$ cat src/twc_pkg.sv
// Constants, types and register map of the three-wire configuration port
package twc_pkg;
	// Clock and power-up timing
	localparam int unsigned CLK_FREQ_HZ = 50000000;
	localparam int unsigned PUP_TIME_MS = 2;
	localparam int unsigned PUP_CYCLES = PUP_TIME_MS * (CLK_FREQ_HZ / 1000);
	// Register space
	localparam int unsigned REG_COUNT = 128;
	localparam logic [6:0] ADDR_FIRST_UNUSED = 7'h78;
	localparam logic [6:0] ADDR_CTRL = 7'h18;
	localparam logic [6:0] ADDR_DIV_A = 7'h20;
	localparam logic [6:0] ADDR_DIV_B = 7'h30;
	localparam logic [6:0] ADDR_DIV_C = 7'h40;
	localparam logic [6:0] ADDR_DIV_D = 7'h50;
	localparam logic [6:0] ADDR_GEN_CTRL = 7'h6C;
	localparam logic [6:0] ADDR_POWER_UP_STATUS = 7'h6E;
	localparam logic [6:0] ADDR_CLOCK_OUTPUT_ENABLES = 7'h74;
	localparam logic [6:0] ADDR_SYSREF_OUTPUT_ENABLES = 7'h76;
	// Field positions
	localparam int unsigned BIT_ALIGN = 0;
	localparam int unsigned BIT_BIAS_CAL = 1;
	localparam int unsigned BIT_DELAY_CAL = 2;
	localparam int unsigned BIT_INIT_CLK = 3;
	localparam int unsigned BIT_READ_EDGE = 0;
	localparam int unsigned BIT_POWER_UP_DONE = 1;
	localparam int unsigned BIT_STRAP = 0;
	// Reset values
	localparam logic [7:0] RST_ZERO = 8'h00;
	localparam logic [7:0] RST_DIV_BC = 8'h02;
	localparam logic [7:0] RST_CLOCK_OUTPUT_ENABLES = 8'hFF;
	localparam logic [7:0] RST_SYSREF_OUTPUT_ENABLES = 8'h00;
	// First byte of a transfer, as received least significant bit first
	typedef struct packed {
		logic [6:0] addr;
		logic dir;
	} twc_cmd_t;
	// One register write towards the register file
	typedef struct packed {
		logic en;
		logic [6:0] addr;
		logic [7:0] data;
	} twc_wr_t;
	typedef enum logic [1:0] {
		st_idle,
		st_command,
		st_write,
		st_read
	} twc_state_t;
endpackage
$ cat src/twc_config_port.sv
// Three-wire serial configuration port with startup and command control
`timescale 1ns/10ps
module twc_config_port
	import twc_pkg::*;
#(
	parameter int unsigned POWER_UP_CYCLES = PUP_CYCLES
) (
	// Clock and reset
	input wire logic clk_sys,
	input wire logic rst,
	// Serial port pins
	input wire logic sclk,
	input wire logic select_n,
	input wire logic serial_data_in,
	output logic serial_data_out,
	output logic serial_data_oe,
	// Strap and reference input
	input wire logic divider_default_strap,
	input wire logic ref_in,
	// Completion reports from the analog side
	input wire logic align_done,
	input wire logic bias_cal_done,
	input wire logic delay_cal_done,
	input wire logic init_done,
	// Startup and command control
	output logic power_up_done,
	output logic clk_input_enable,
	output logic align_start,
	output logic bias_cal_start,
	output logic delay_cal_start,
	output logic outputs_hold_low,
	// Configuration towards the datapath
	output logic [7:0] clock_output_enable,
	output logic [7:0] sysref_output_enable,
	output logic [3:0] channel_b_divider,
	output logic [3:0] channel_c_divider
);
	logic [7:0] regs [REG_COUNT];
	twc_state_t state;
	logic sclk_q, ref_q;
	logic [2:0] bit_cnt;
	logic [7:0] shreg;
	logic [6:0] spi_addr;
	logic [7:0] tx_reg;
	logic [2:0] tx_cnt;
	logic [31:0] pup_cnt;
	logic strap_taken, align_busy;
	logic sclk_rise, sclk_fall;
	logic read_edge_select, init_clk_cmd;
	logic multi_device_align_cmd, bias_calibrate_cmd, delay_calibrate_cmd;
	logic [7:0] next_byte;
	twc_cmd_t cmd;
	logic cmd_done, emit;
	logic [6:0] emit_addr;
	logic [7:0] emit_src;
	twc_wr_t wr;

	// Register readback, status and unused space overlaid
	function automatic logic [7:0] read_value(input logic [6:0] a);
		logic [7:0] v;
		v = regs[a];
		if (a == ADDR_POWER_UP_STATUS) begin
			v = RST_ZERO;
			v[BIT_POWER_UP_DONE] = power_up_done;
		end else if (a >= ADDR_FIRST_UNUSED) begin
			v = RST_ZERO;
		end
		return v;
	endfunction

	// Named control bits out of the register file
	assign read_edge_select = regs[ADDR_GEN_CTRL][BIT_READ_EDGE];
	assign multi_device_align_cmd = regs[ADDR_CTRL][BIT_ALIGN];
	assign bias_calibrate_cmd = regs[ADDR_CTRL][BIT_BIAS_CAL];
	assign delay_calibrate_cmd = regs[ADDR_CTRL][BIT_DELAY_CAL];
	assign init_clk_cmd = regs[ADDR_CTRL][BIT_INIT_CLK];
	assign clock_output_enable = regs[ADDR_CLOCK_OUTPUT_ENABLES];
	assign sysref_output_enable = regs[ADDR_SYSREF_OUTPUT_ENABLES];
	assign channel_b_divider = regs[ADDR_DIV_B][3:0];
	assign channel_c_divider = regs[ADDR_DIV_C][3:0];

	// Edge detection on the sampled serial clock and reference
	assign sclk_rise = sclk && !sclk_q && !select_n;
	assign sclk_fall = !sclk && sclk_q && !select_n;
	always_ff @(posedge clk_sys or posedge rst) begin
		if (rst) begin
			sclk_q <= 1'b0;
			ref_q <= 1'b0;
		end else begin
			sclk_q <= sclk;
			ref_q <= ref_in;
		end
	end

	// Byte assembly, least significant bit arrives first
	always_comb begin
		next_byte = {serial_data_in, shreg[7:1]};
		cmd = twc_cmd_t'(next_byte);
		cmd_done = (state == st_command) && sclk_rise && (bit_cnt == 3'h7);
		wr = '0;
		if ((state == st_write) && sclk_rise && (bit_cnt == 3'h7)) begin
			wr.en = (spi_addr != ADDR_POWER_UP_STATUS)
				&& (spi_addr < ADDR_FIRST_UNUSED);
			wr.addr = spi_addr;
			wr.data = next_byte;
		end
	end

	// Read shifting: first bit on the command edge when edge select is 1
	always_comb begin
		emit = ((state == st_read) && (read_edge_select ? sclk_rise
			: sclk_fall)) || (cmd_done && cmd.dir && read_edge_select);
		emit_addr = cmd_done ? cmd.addr : spi_addr;
		emit_src = (tx_cnt == 3'h0) ? read_value(emit_addr) : tx_reg;
	end

	// Serial state machine
	always_ff @(posedge clk_sys or posedge rst) begin
		if (rst) begin
			state <= st_idle;
			bit_cnt <= 3'h0;
			shreg <= RST_ZERO;
			spi_addr <= 7'h00;
			tx_reg <= RST_ZERO;
			tx_cnt <= 3'h0;
		end else if (select_n) begin
			state <= st_idle;
			bit_cnt <= 3'h0;
			tx_cnt <= 3'h0;
		end else begin
			case (state)
				st_idle: begin
					state <= st_command;
				end
				st_command: begin
					if (sclk_rise) begin
						shreg <= next_byte;
						bit_cnt <= bit_cnt + 3'h1;
					end
					if (cmd_done) begin
						spi_addr <= cmd.addr;
						state <= cmd.dir ? st_read : st_write;
					end
				end
				st_write: begin
					if (sclk_rise) begin
						shreg <= next_byte;
						bit_cnt <= bit_cnt + 3'h1;
					end
					if (sclk_rise && bit_cnt == 3'h7) begin
						spi_addr <= spi_addr + 7'h01;
					end
				end
				st_read: begin
				end
				default: begin
					state <= st_idle;
				end
			endcase
			if (emit) begin
				tx_reg <= {1'b0, emit_src[7:1]};
				tx_cnt <= tx_cnt + 3'h1;
				if (tx_cnt == 3'h7) begin
					spi_addr <= emit_addr + 7'h01;
				end
			end
		end
	end

	// Data line driver, input mode while idle or selected off
	always_ff @(posedge clk_sys or posedge rst) begin
		if (rst) begin
			serial_data_out <= 1'b0;
			serial_data_oe <= 1'b0;
		end else if (select_n || state == st_idle) begin
			serial_data_oe <= 1'b0;
			serial_data_out <= 1'b0;
		end else begin
			if (cmd_done && cmd.dir) begin
				serial_data_oe <= 1'b1;
			end
			if (emit) begin
				serial_data_out <= emit_src[0];
			end
		end
	end

	// Power-up timer gating the clock input
	always_ff @(posedge clk_sys or posedge rst) begin
		if (rst) begin
			pup_cnt <= 32'h0;
			power_up_done <= 1'b0;
			clk_input_enable <= 1'b0;
		end else if (!power_up_done) begin
			if (pup_cnt == POWER_UP_CYCLES - 1) begin
				power_up_done <= 1'b1;
				clk_input_enable <= 1'b1;
			end else begin
				pup_cnt <= pup_cnt + 32'h1;
			end
		end
	end

	// Register file; the software write comes last so a set beats a clear
	always_ff @(posedge clk_sys or posedge rst) begin
		if (rst) begin
			for (int i = 0; i < REG_COUNT; i++) begin
				regs[i] <= RST_ZERO;
			end
			regs[ADDR_DIV_B] <= RST_DIV_BC;
			regs[ADDR_DIV_C] <= RST_DIV_BC;
			regs[ADDR_CLOCK_OUTPUT_ENABLES] <= RST_CLOCK_OUTPUT_ENABLES;
			regs[ADDR_SYSREF_OUTPUT_ENABLES] <= RST_SYSREF_OUTPUT_ENABLES;
			strap_taken <= 1'b0;
		end else begin
			if (!strap_taken) begin
				strap_taken <= 1'b1;
				regs[ADDR_DIV_B][BIT_STRAP] <= divider_default_strap;
				regs[ADDR_DIV_C][BIT_STRAP] <= divider_default_strap;
			end
			if (align_done && align_busy) begin
				regs[ADDR_CTRL][BIT_ALIGN] <= 1'b0;
			end
			if (bias_cal_done) begin
				regs[ADDR_CTRL][BIT_BIAS_CAL] <= 1'b0;
			end
			if (delay_cal_done) begin
				regs[ADDR_CTRL][BIT_DELAY_CAL] <= 1'b0;
			end
			if (init_done) begin
				regs[ADDR_CTRL][BIT_INIT_CLK] <= 1'b0;
			end
			// Sysref delay writes just store; no output stop, no init needed
			if (wr.en) begin
				regs[wr.addr] <= wr.data;
			end
		end
	end

	// Command launch pulses and output hold during init
	always_ff @(posedge clk_sys or posedge rst) begin
		if (rst) begin
			bias_cal_start <= 1'b0;
			delay_cal_start <= 1'b0;
			outputs_hold_low <= 1'b0;
		end else begin
			bias_cal_start <= wr.en && (wr.addr == ADDR_CTRL)
				&& wr.data[BIT_BIAS_CAL];
			delay_cal_start <= wr.en && (wr.addr == ADDR_CTRL)
				&& wr.data[BIT_DELAY_CAL];
			outputs_hold_low <= init_clk_cmd;
		end
	end

	// Alignment waits for a reference rising edge while armed
	always_ff @(posedge clk_sys or posedge rst) begin
		if (rst) begin
			align_start <= 1'b0;
			align_busy <= 1'b0;
		end else begin
			align_start <= 1'b0;
			if (multi_device_align_cmd && !align_busy && ref_in && !ref_q) begin
				align_start <= 1'b1;
				align_busy <= 1'b1;
			end else if (align_done || !multi_device_align_cmd) begin
				align_busy <= 1'b0;
			end
		end
	end

	property p_line_released;
		@(posedge clk_sys) disable iff (rst)
		select_n |=> !serial_data_oe;
	endproperty
	a_line_released: assert property (p_line_released)
		else $error("data line driven while select high");

	property p_read_turnaround;
		@(posedge clk_sys) disable iff (rst)
		(cmd_done && cmd.dir) ##1 !select_n |-> serial_data_oe;
	endproperty
	a_read_turnaround: assert property (p_read_turnaround)
		else $error("data line not driven after read command");

	property p_write_commit;
		@(posedge clk_sys) disable iff (rst)
		wr.en && wr.addr == ADDR_CLOCK_OUTPUT_ENABLES
		|=> clock_output_enable == $past(wr.data);
	endproperty
	a_write_commit: assert property (p_write_commit)
		else $error("write byte not committed");

	property p_write_increment;
		@(posedge clk_sys) disable iff (rst)
		wr.en |=> spi_addr == $past(spi_addr) + 7'h01;
	endproperty
	a_write_increment: assert property (p_write_increment)
		else $error("write address did not advance");

	property p_bias_start;
		@(posedge clk_sys) disable iff (rst)
		wr.en && wr.addr == ADDR_CTRL && wr.data[BIT_BIAS_CAL]
		|=> bias_cal_start && bias_calibrate_cmd;
	endproperty
	a_bias_start: assert property (p_bias_start)
		else $error("bias calibration not started");

	property p_bias_clear;
		@(posedge clk_sys) disable iff (rst)
		bias_cal_done && !(wr.en && wr.addr == ADDR_CTRL)
		|=> !bias_calibrate_cmd;
	endproperty
	a_bias_clear: assert property (p_bias_clear)
		else $error("bias command did not self-clear");

	property p_align_cause;
		@(posedge clk_sys) disable iff (rst)
		align_start |-> $past(multi_device_align_cmd) && $past(ref_in)
			&& !$past(ref_q);
	endproperty
	a_align_cause: assert property (p_align_cause)
		else $error("alignment started without armed reference edge");

	property p_startup_defaults;
		@(posedge clk_sys) disable iff (rst)
		$rose(strap_taken) |-> clock_output_enable == RST_CLOCK_OUTPUT_ENABLES
			&& sysref_output_enable == RST_SYSREF_OUTPUT_ENABLES
			&& channel_b_divider[BIT_STRAP] == $past(divider_default_strap);
	endproperty
	a_startup_defaults: assert property (p_startup_defaults)
		else $error("startup defaults wrong");

	property p_clock_gate;
		@(posedge clk_sys) disable iff (rst)
		!power_up_done |-> !clk_input_enable && pup_cnt < POWER_UP_CYCLES;
	endproperty
	a_clock_gate: assert property (p_clock_gate)
		else $error("clock input enabled before power-up end");
endmodule

$ cat config.mk
export PLATFORM = sky130hd
export DESIGN_NAME = twc_config_port
export DESIGN_NICKNAME = d
export VERILOG_FILES = /design/src/twc_pkg.sv /design/src/twc_config_port.sv
export SDC_FILE = /design/constraint.sdc
export NUM_CORES = 2
export LEC_CHECK = 0
export CORE_UTILIZATION = 35
export CTS_CLUSTER_SIZE = 14
export DETAILED_ROUTE_END_ITERATION = 10
export DONT_BUFFER_PORTS = 1
export GPL_ROUTABILITY_DRIVEN = 1
export SLEW_MARGIN = 20
export SYNTH_ARGS = -nofsm -noshare
export SYNTH_HDL_FRONTEND = slang
export SYNTH_SLANG_ARGS = --single-unit
$ cat constraint.sdc
create_clock -name clk_sys -period 43.4 [get_ports clk_sys]
set_clock_uncertainty 0.15 [all_clocks]
set_input_delay 4.34 -clock clk_sys [delete_from_list [all_inputs] [get_ports clk_sys]]
set_output_delay 4.34 -clock clk_sys [all_outputs]
set_load 0.02 [all_outputs]
; ---- Yosys cells after proc, flatten, opt, wreduce, memory -nomap -nowiden
; Index checks and enable logic that the tools add are counted.
[op_classes]
n_addsub = 5
n_mul = 0
div = 0
n_lt_le_gt_ge = 5
eq_ne = 10
shifts = 0
muxes = 41
n_bitwise = 5
n_reduce_logical = 46
[op_table]
columns = operator, count
row1 = bitwise mux 1024 bit, 1
row2 = two-way mux 828 bit, 1
row3 = binary-select mux 8 bit (select 7 bit), 1
row4 = demux 8 bit (select 7 bit), 1
row5 = two-way mux 8 bit, 6
row6 = adder 32 x 1 -> 32 bit (second input constant), 1
row7 = == test 32 x 17 -> 1 bit (second input constant), 1
row8 = two-way mux 7 bit, 4
row9 = logical AND 1 bit, 21
row10 = two-way mux 1 bit, 17
row11 = >= comparator 8 bit (second input constant), 2
row12 = two-way mux 16 bit, 1
row13 = inverter 7 -> 8 bit, 2
row14 = two-way mux 3 bit, 5
row15 = adder 7 x 1 -> 7 bit (second input constant), 2
row16 = case mux 7 bit (2 select lines), 1
row17 = nonzero test 2 bit, 6
row18 = AND reduction 2 bit, 5
row19 = < comparator 8 x 1 -> 1 bit (second input constant), 1
row20 = == test 7 x 5 -> 1 bit (second input constant), 1
row21 = == test 7 bit (second input constant), 1
row22 = >= comparator 7 bit (second input constant), 1
row23 = < comparator 7 bit (second input constant), 1
row24 = inequality test 7 bit (second input constant), 1
row25 = other kinds (15), 28
[totals]
regBits = 1098
latchBits = 0
ramBits = 0
romBits = 0
in_bits = 11
output_inout_bits = 32
mem_count = 0

; ---- Logic depth before layout (Yosys ltp)
[depth]
word_depth = 15
mapped_depth = 19
depth_no_buf = 14

; ---- Worst setup path after synthesis
; No wires, ideal clock.
[synth_path]
path_type = input-to-reg
from = in select_n
to = reg tx_reg[6]
setup_time_ns = 0.065
t_arrival_ns = 7.355
required_time_ns = 43.185
slack_ns = 35.830
path_stages = 17
cell_sequence = nor4bb_1 > buf_2 > nand3_1 > nand2_2 > inv_2 > buf_4 > buf_2 > buf_2 > buf_2 > ha_1 > a21boi_0 > o22ai_1 > and3_1 > nand2_1 > or4_1 > a31oi_1 > a211o_1
[synth_via]
elab_chain_len = 12
[synth_lines]
columns = element, line_no
row1 = from (decl), twc_config_port.sv:13  ; input wire logic select_n,
row2 = zero test 1 bit, "twc_config_port.sv:83, twc_config_port.sv:84"
row3 = logical AND 1 bit, twc_config_port.sv:83  ; assign sclk_rise = sclk && !sclk_q && !select_n;
row4 = logical AND 1 bit (2 in series), twc_config_port.sv:99  ; cmd_done = (state == st_command) && sclk_rise && (bit_cnt == 3'h7);
row5 = two-way mux 7 bit, twc_config_port.sv:113  ; emit_addr = cmd_done ? cmd.addr : spi_addr;
row6 = inverter 7 -> 8 bit (not written as such), twc_config_port.sv:61  ; v = regs[a];
row7 = binary-select mux 8 bit (select 7 bit), twc_config_port.sv:61
row8 = two-way mux 8 bit (not written as such) (2 in series), twc_config_port.sv:61
row9 = two-way mux 8 bit, twc_config_port.sv:65  ; end else if (a >= ADDR_FIRST_UNUSED) begin
row10 = two-way mux 8 bit, twc_config_port.sv:62  ; if (a == ADDR_POWER_UP_STATUS) begin
row11 = two-way mux 8 bit, twc_config_port.sv:114  ; emit_src = (tx_cnt == 3'h0) ? read_value(emit_addr) : tx_reg;
row12 = to (signal assigned), twc_config_port.sv:161  ; tx_reg <= {1'b0, emit_src[7:1]};
row13 = to (decl), twc_config_port.sv:44  ; logic [7:0] tx_reg;
; Parallel ways exist; a longest one is shown, timed or not. The select of a mux whose other input is x is not followed.
; A chain may end at the register's enable or synchronous reset.

; ---- Final worst setup path
[layout_path]
from = in select_n
to = reg serial_data_out
[layout_via]
elab_chain_len = 14
[layout_lines]
columns = element, line_no
row1 = zero test 1 bit, "twc_config_port.sv:83, twc_config_port.sv:84"
row2 = logical AND 1 bit, twc_config_port.sv:83
row3 = logical AND 1 bit (2 in series), twc_config_port.sv:99
row4 = two-way mux 7 bit, twc_config_port.sv:113
row5 = inverter 7 -> 8 bit (not written as such), twc_config_port.sv:61
row6 = binary-select mux 8 bit (select 7 bit), twc_config_port.sv:61
row7 = two-way mux 8 bit (not written as such) (2 in series), twc_config_port.sv:61
row8 = two-way mux 8 bit, twc_config_port.sv:65
row9 = two-way mux 8 bit, twc_config_port.sv:62
row10 = two-way mux 8 bit, twc_config_port.sv:114
row11 = two-way mux 1 bit, twc_config_port.sv:182  ; if (emit) begin
row12 = two-way mux 1 bit, twc_config_port.sv:175  ; end else if (select_n || state == st_idle) begin
row13 = to (signal assigned), twc_config_port.sv:183  ; serial_data_out <= emit_src[0];
row14 = to (decl), twc_config_port.sv:15  ; output logic serial_data_out,
; Parallel ways exist; a longest one is shown, timed or not. The select of a mux whose other input is x is not followed.

==> results.txt <==
More flip-flops sit in one register than any other, and that register is regs. The tools report the number of distinct library cell variants in the gate-level netlist after synthesis as 73. Counting flops with a built-in enable in the synthesized netlist gives 0.

The fraction of final layout cells sized beyond drive strength 1 was 0.0945; the total half-perimeter wirelength after legalization and detailed placement was 101 mm. For this design the ratio of total power to cell area is 42.0 nW/um2. The largest area contributor in the synthesized netlist was dfrtp_1. The dominant synthesized flop cell is dfrtp_1. After synthesis, the largest family of logic cells by area is simple AND/OR/NAND/NOR gates. The max-slew violation count came out at 0. The run gives 5262 as the post-synth net total.

In the final layout, the multi-input gates occupy 19900 um2. Buffers placed on the I/O ports in this run total 0. The tools report the number of nets in the final layout as 4998. Counting every sink on the clock net gives 1069. In this run the cell area of the synthesized design comes to 48500 um2. Dividing the synthesized area by the synthesized cell count gives 9.25 um2. Once routing completed, OpenROAD measured the worst setup slack at 34.35 ns. The run finished with clean final reports.

The proportion of synthesized area in mux cells was 0.0644. The first detailed-routing pass ran for 7 iterations. The number of antenna-violating nets in the routed design is 0. The yosys synthesis warning count is 0, and the largest voltage drop on the vdd net is 0.0319 mV.

Ranked by total cell area, the synthesized netlist is headed by dfrtp_1 (55%), nand2_1 (12%), o21ai_0 (9.3%), mux2_2 (2.5%), clkbuf_1 (2.4%). The final routed DRC violation total was 0; the fraction of the cycle the final worst path needs was 0.209. In the final routed layout, each cell accounts on average for 24.0 um. The fraction of synthesized cell area in xor and xnor cells is 0.00705. The max-capacitance violation count is 0, and the achievable frequency is 110 MHz. TritonCTS built the clock tree. The top-level I/O count is 43.

Clock latency of the later-clocked register in the worst-skew pair: 0.77 ns. The run gives 33.67 ns as the worst setup slack before clock tree synthesis. The CTS buffer count was 114; the first-pass GRT wire length was 249 mm. In the final layout, the registers with the most flip-flops are regs: 967 flops, pup_cnt: 32 flops. The most instantiated library cell after synthesis was nand2_1. The logs give 4 for the number of antenna violations at the first check in global routing and 0.120 for the tightest slew margin relative to the limit.

The number of gates resized after cts came out at 0. Signal routing reaches up to met5. Entering global routing, the biggest net connects 175 pins. The all-layer global routing usage was 0.234.

At the end of routability-driven placement, the weighted congestion stood at 0.922. The routed design uses 72.3 mm of met2 wire. For the pin with the worst max-slew slack, the measured transition is 1.32 ns.

The share of synthesized cell area in full adder, half adder and majority cells is 0.00362. The number of flip-flops and latches in the synthesized netlist is 1069. In this run the worst setup path begins at select_n. The logs give 0 ns for the sum of negative setup slack and 137000 um2 for the core footprint. The flip-flop count of the largest register after layout works out to 967.

The tools report the startpoint type of the worst setup path as an input port. For flop-to-flop paths, the worst setup slack is 37.02 ns. The final layout contains routed wiring with a total length of 164 mm. The tools report the data required time of the worst path as 43.86 ns. The number of cells on the worst reg-to-reg path works out to 13. In this run the post-CTS setup repair buffer count came out at 0.

The area share of the leading cell type in the synthesized netlist is 0.547, and the wire length on met1 is 70.7 mm. The sequential cells in the finished layout cover a total of 26800 um2. The width of the die works out to 374 um. The length of routed met3 wiring is 14.9 mm, and the number of global-route vias before repair is 37000. The number of H-tree levels is 3.

After floorplanning, the core was divided into 136 placement rows. The run gives 9.52 ns as the endpoint arrival time on the critical path. In this run the static leakage power is 0.0228 uW. Sequential-to-total area share from yosys stat: 0.552. Total via count after detailed routing: 38900.

For this run the aggregate overflow at the end of global routing stands at 0. By count the netlist is led by nand2_1 (1590), dfrtp_1 (1059), o21ai_0 (902). Compared with the post-synthesis result, the final layout area differs by 10.6%. The worst reg2reg path startpoint was state[1]$_DFFE_PP0P_. Dividing the detail-routed via count by the number of cells gives 5.67. Setup repair after global routing left no endpoint under its margin.

The floorplan step defined a die boundary enclosing 140000 um2. The tools report the clock tree buffer depth as 3. Setup violations remaining at the end of the flow were counted as 0.

The path type of the worst setup path is in2reg. Final hold violation count: 0. STA classifies the critical path endpoint as a register. The worst hold path passes through 0 cells.

The worst register-to-register path ends at serial_data_out$_DFFE_PP0P_. The most critical setup path has its endpoint at serial_data_out$_DFFE_PP0P_. Synthesis produced a netlist whose cell count is 5237. The clock period could shrink to 9.06 ns. The run gives 0.352 as the effective utilization at floorplan. The floorplan step set the die height to 374 um. The tools report the count of fill cells added during filler insertion as 13700.

In this run, the number of DRC markers left after iteration 0 of detailed routing was 4532. The synthesized-area fraction occupied by and/or/nand/nor cells is 0.174. The clock transition at the registers of the reported paths was 0.06 ns; the highest net fanout along the worst path was 53. Buffers inserted to repair hold after CTS numbered 0.

The tightest hold path in the finished design has a slack of 0.225 ns. The min-delay analysis places its worst path in the category reg2reg. The root buffer cell chosen for the clock tree is clkbuf_16. The async set or reset register ratio after synthesis was 1.00; the synthesized-area fraction occupied by ao, oa, aoi and oai cells was 0.155.
layer usage:
layer,vias to the layer above,global-route usage
li1,17400,-
met1,19400,0.325
met2,1709,0.348
met3,381,0.0584
met4,4,0.0898
met5,-,0
cell usage in the layout, fill, tap and decap left out, types with 9 or more instances in the layout:
master     netlist  final
bufinv_16        0     12
clkbuf_16        0    115
a311oi_1        30     30
ha_1            14     14
dfrtp_1       1059   1059
mux2_2         108    108
clkbuf_1       313     20
nand2_1       1590   1581
a31oi_1         73     72
o22ai_1         34     34
clkinv_2         0     12
nor2_1          81     73
a211oi_1        67     67
buf_4           39     81
o211ai_1        12     12
inv_1           21     19
o2111ai_1       10     10
xnor2_1         25     25
mux4_2          36     36
clkbuf_8         0     24
nor3_1          27     25
xor2_1          14     14
and3_1          83     83
nor4_1          23     20
o21ai_0        902    900
a32oi_1         11     11
o221ai_1        15     15
a21oi_1        115    115
nand2b_1         9      9
nand4_1         19     19
dfstp_2         10     10
a2111oi_0       14     12
nand3_1        152    152
mux2i_1        108    105
power breakdown:
group | switching, uW | internal, uW
sequential | 21.6 | 1000
combinational | 154 | 47.4
clock | 429 | 600
total | 604 | 1650
logic make-up after synthesis:
kind of cell,Yosys count
adders and majority gates,14
other,1
muxes,253
AOI/OAI and AO/OA,1339
DFF,1069
xor gates and xnor gates,39
and+or+nand+nor,2036
buffers and inverters,486
worst min-delay path by stage:
stage                           startpoint                         end
CTS                   regs[62]$_DFFE_PP0P_        regs[62]$_DFFE_PP0P_
global route          regs[16]$_DFFE_PP0P_        regs[16]$_DFFE_PP0P_
finish                regs[57]$_DFFE_PP0P_        regs[57]$_DFFE_PP0P_
global placement      regs[14]$_DFFE_PP0P_        regs[14]$_DFFE_PP0P_
floorplan           init_clk_cmd$_DFF_PP0_  outputs_hold_low$_DFF_PP0_
detailed placement    regs[62]$_DFFE_PP0P_        regs[62]$_DFFE_PP0P_
per-stage QoR:
| stage | instance area, um2 | instances | util | power, uW |
|---|---|---|---|---|
| finish | 53600 | 6860 | 0.390 | 2250 |
| global route | 53600 | 6852 | 0.390 | 2310 |
| CTS | 53500 | 6852 | 0.389 | 2260 |
| detailed placement | 49600 | 6651 | 0.361 | 1230 |
| global placement | 49600 | 6651 | 0.361 | 1230 |
| floorplan | 48500 | 5237 | - | 1130 |
area by class of cell:
class,count,share of cell area
Sequential cell,1069,0.499
Multi-Input combinational cell,3682,0.371
Clock buffer,159,0.0613
Tap cell,1794,0.0419
Clock inverter,42,0.0123
Timing Repair Buffer,84,0.0123
Inverter,22,0.00187
Antenna cell,8,0.000374
critical path, stage by stage:
cell and delay [ns]:
nand4bb_1 0.51, o21ai_2 0.27, buf_4 0.40, nand2_8 0.38, inv_8 0.50, buf_4 0.68, mux4_2 0.58, a2111oi_0 0.95
o22ai_1 0.40, nor2_1 0.28, o211ai_1 0.10
Note: power is estimated with default switching activity, not from simulation.
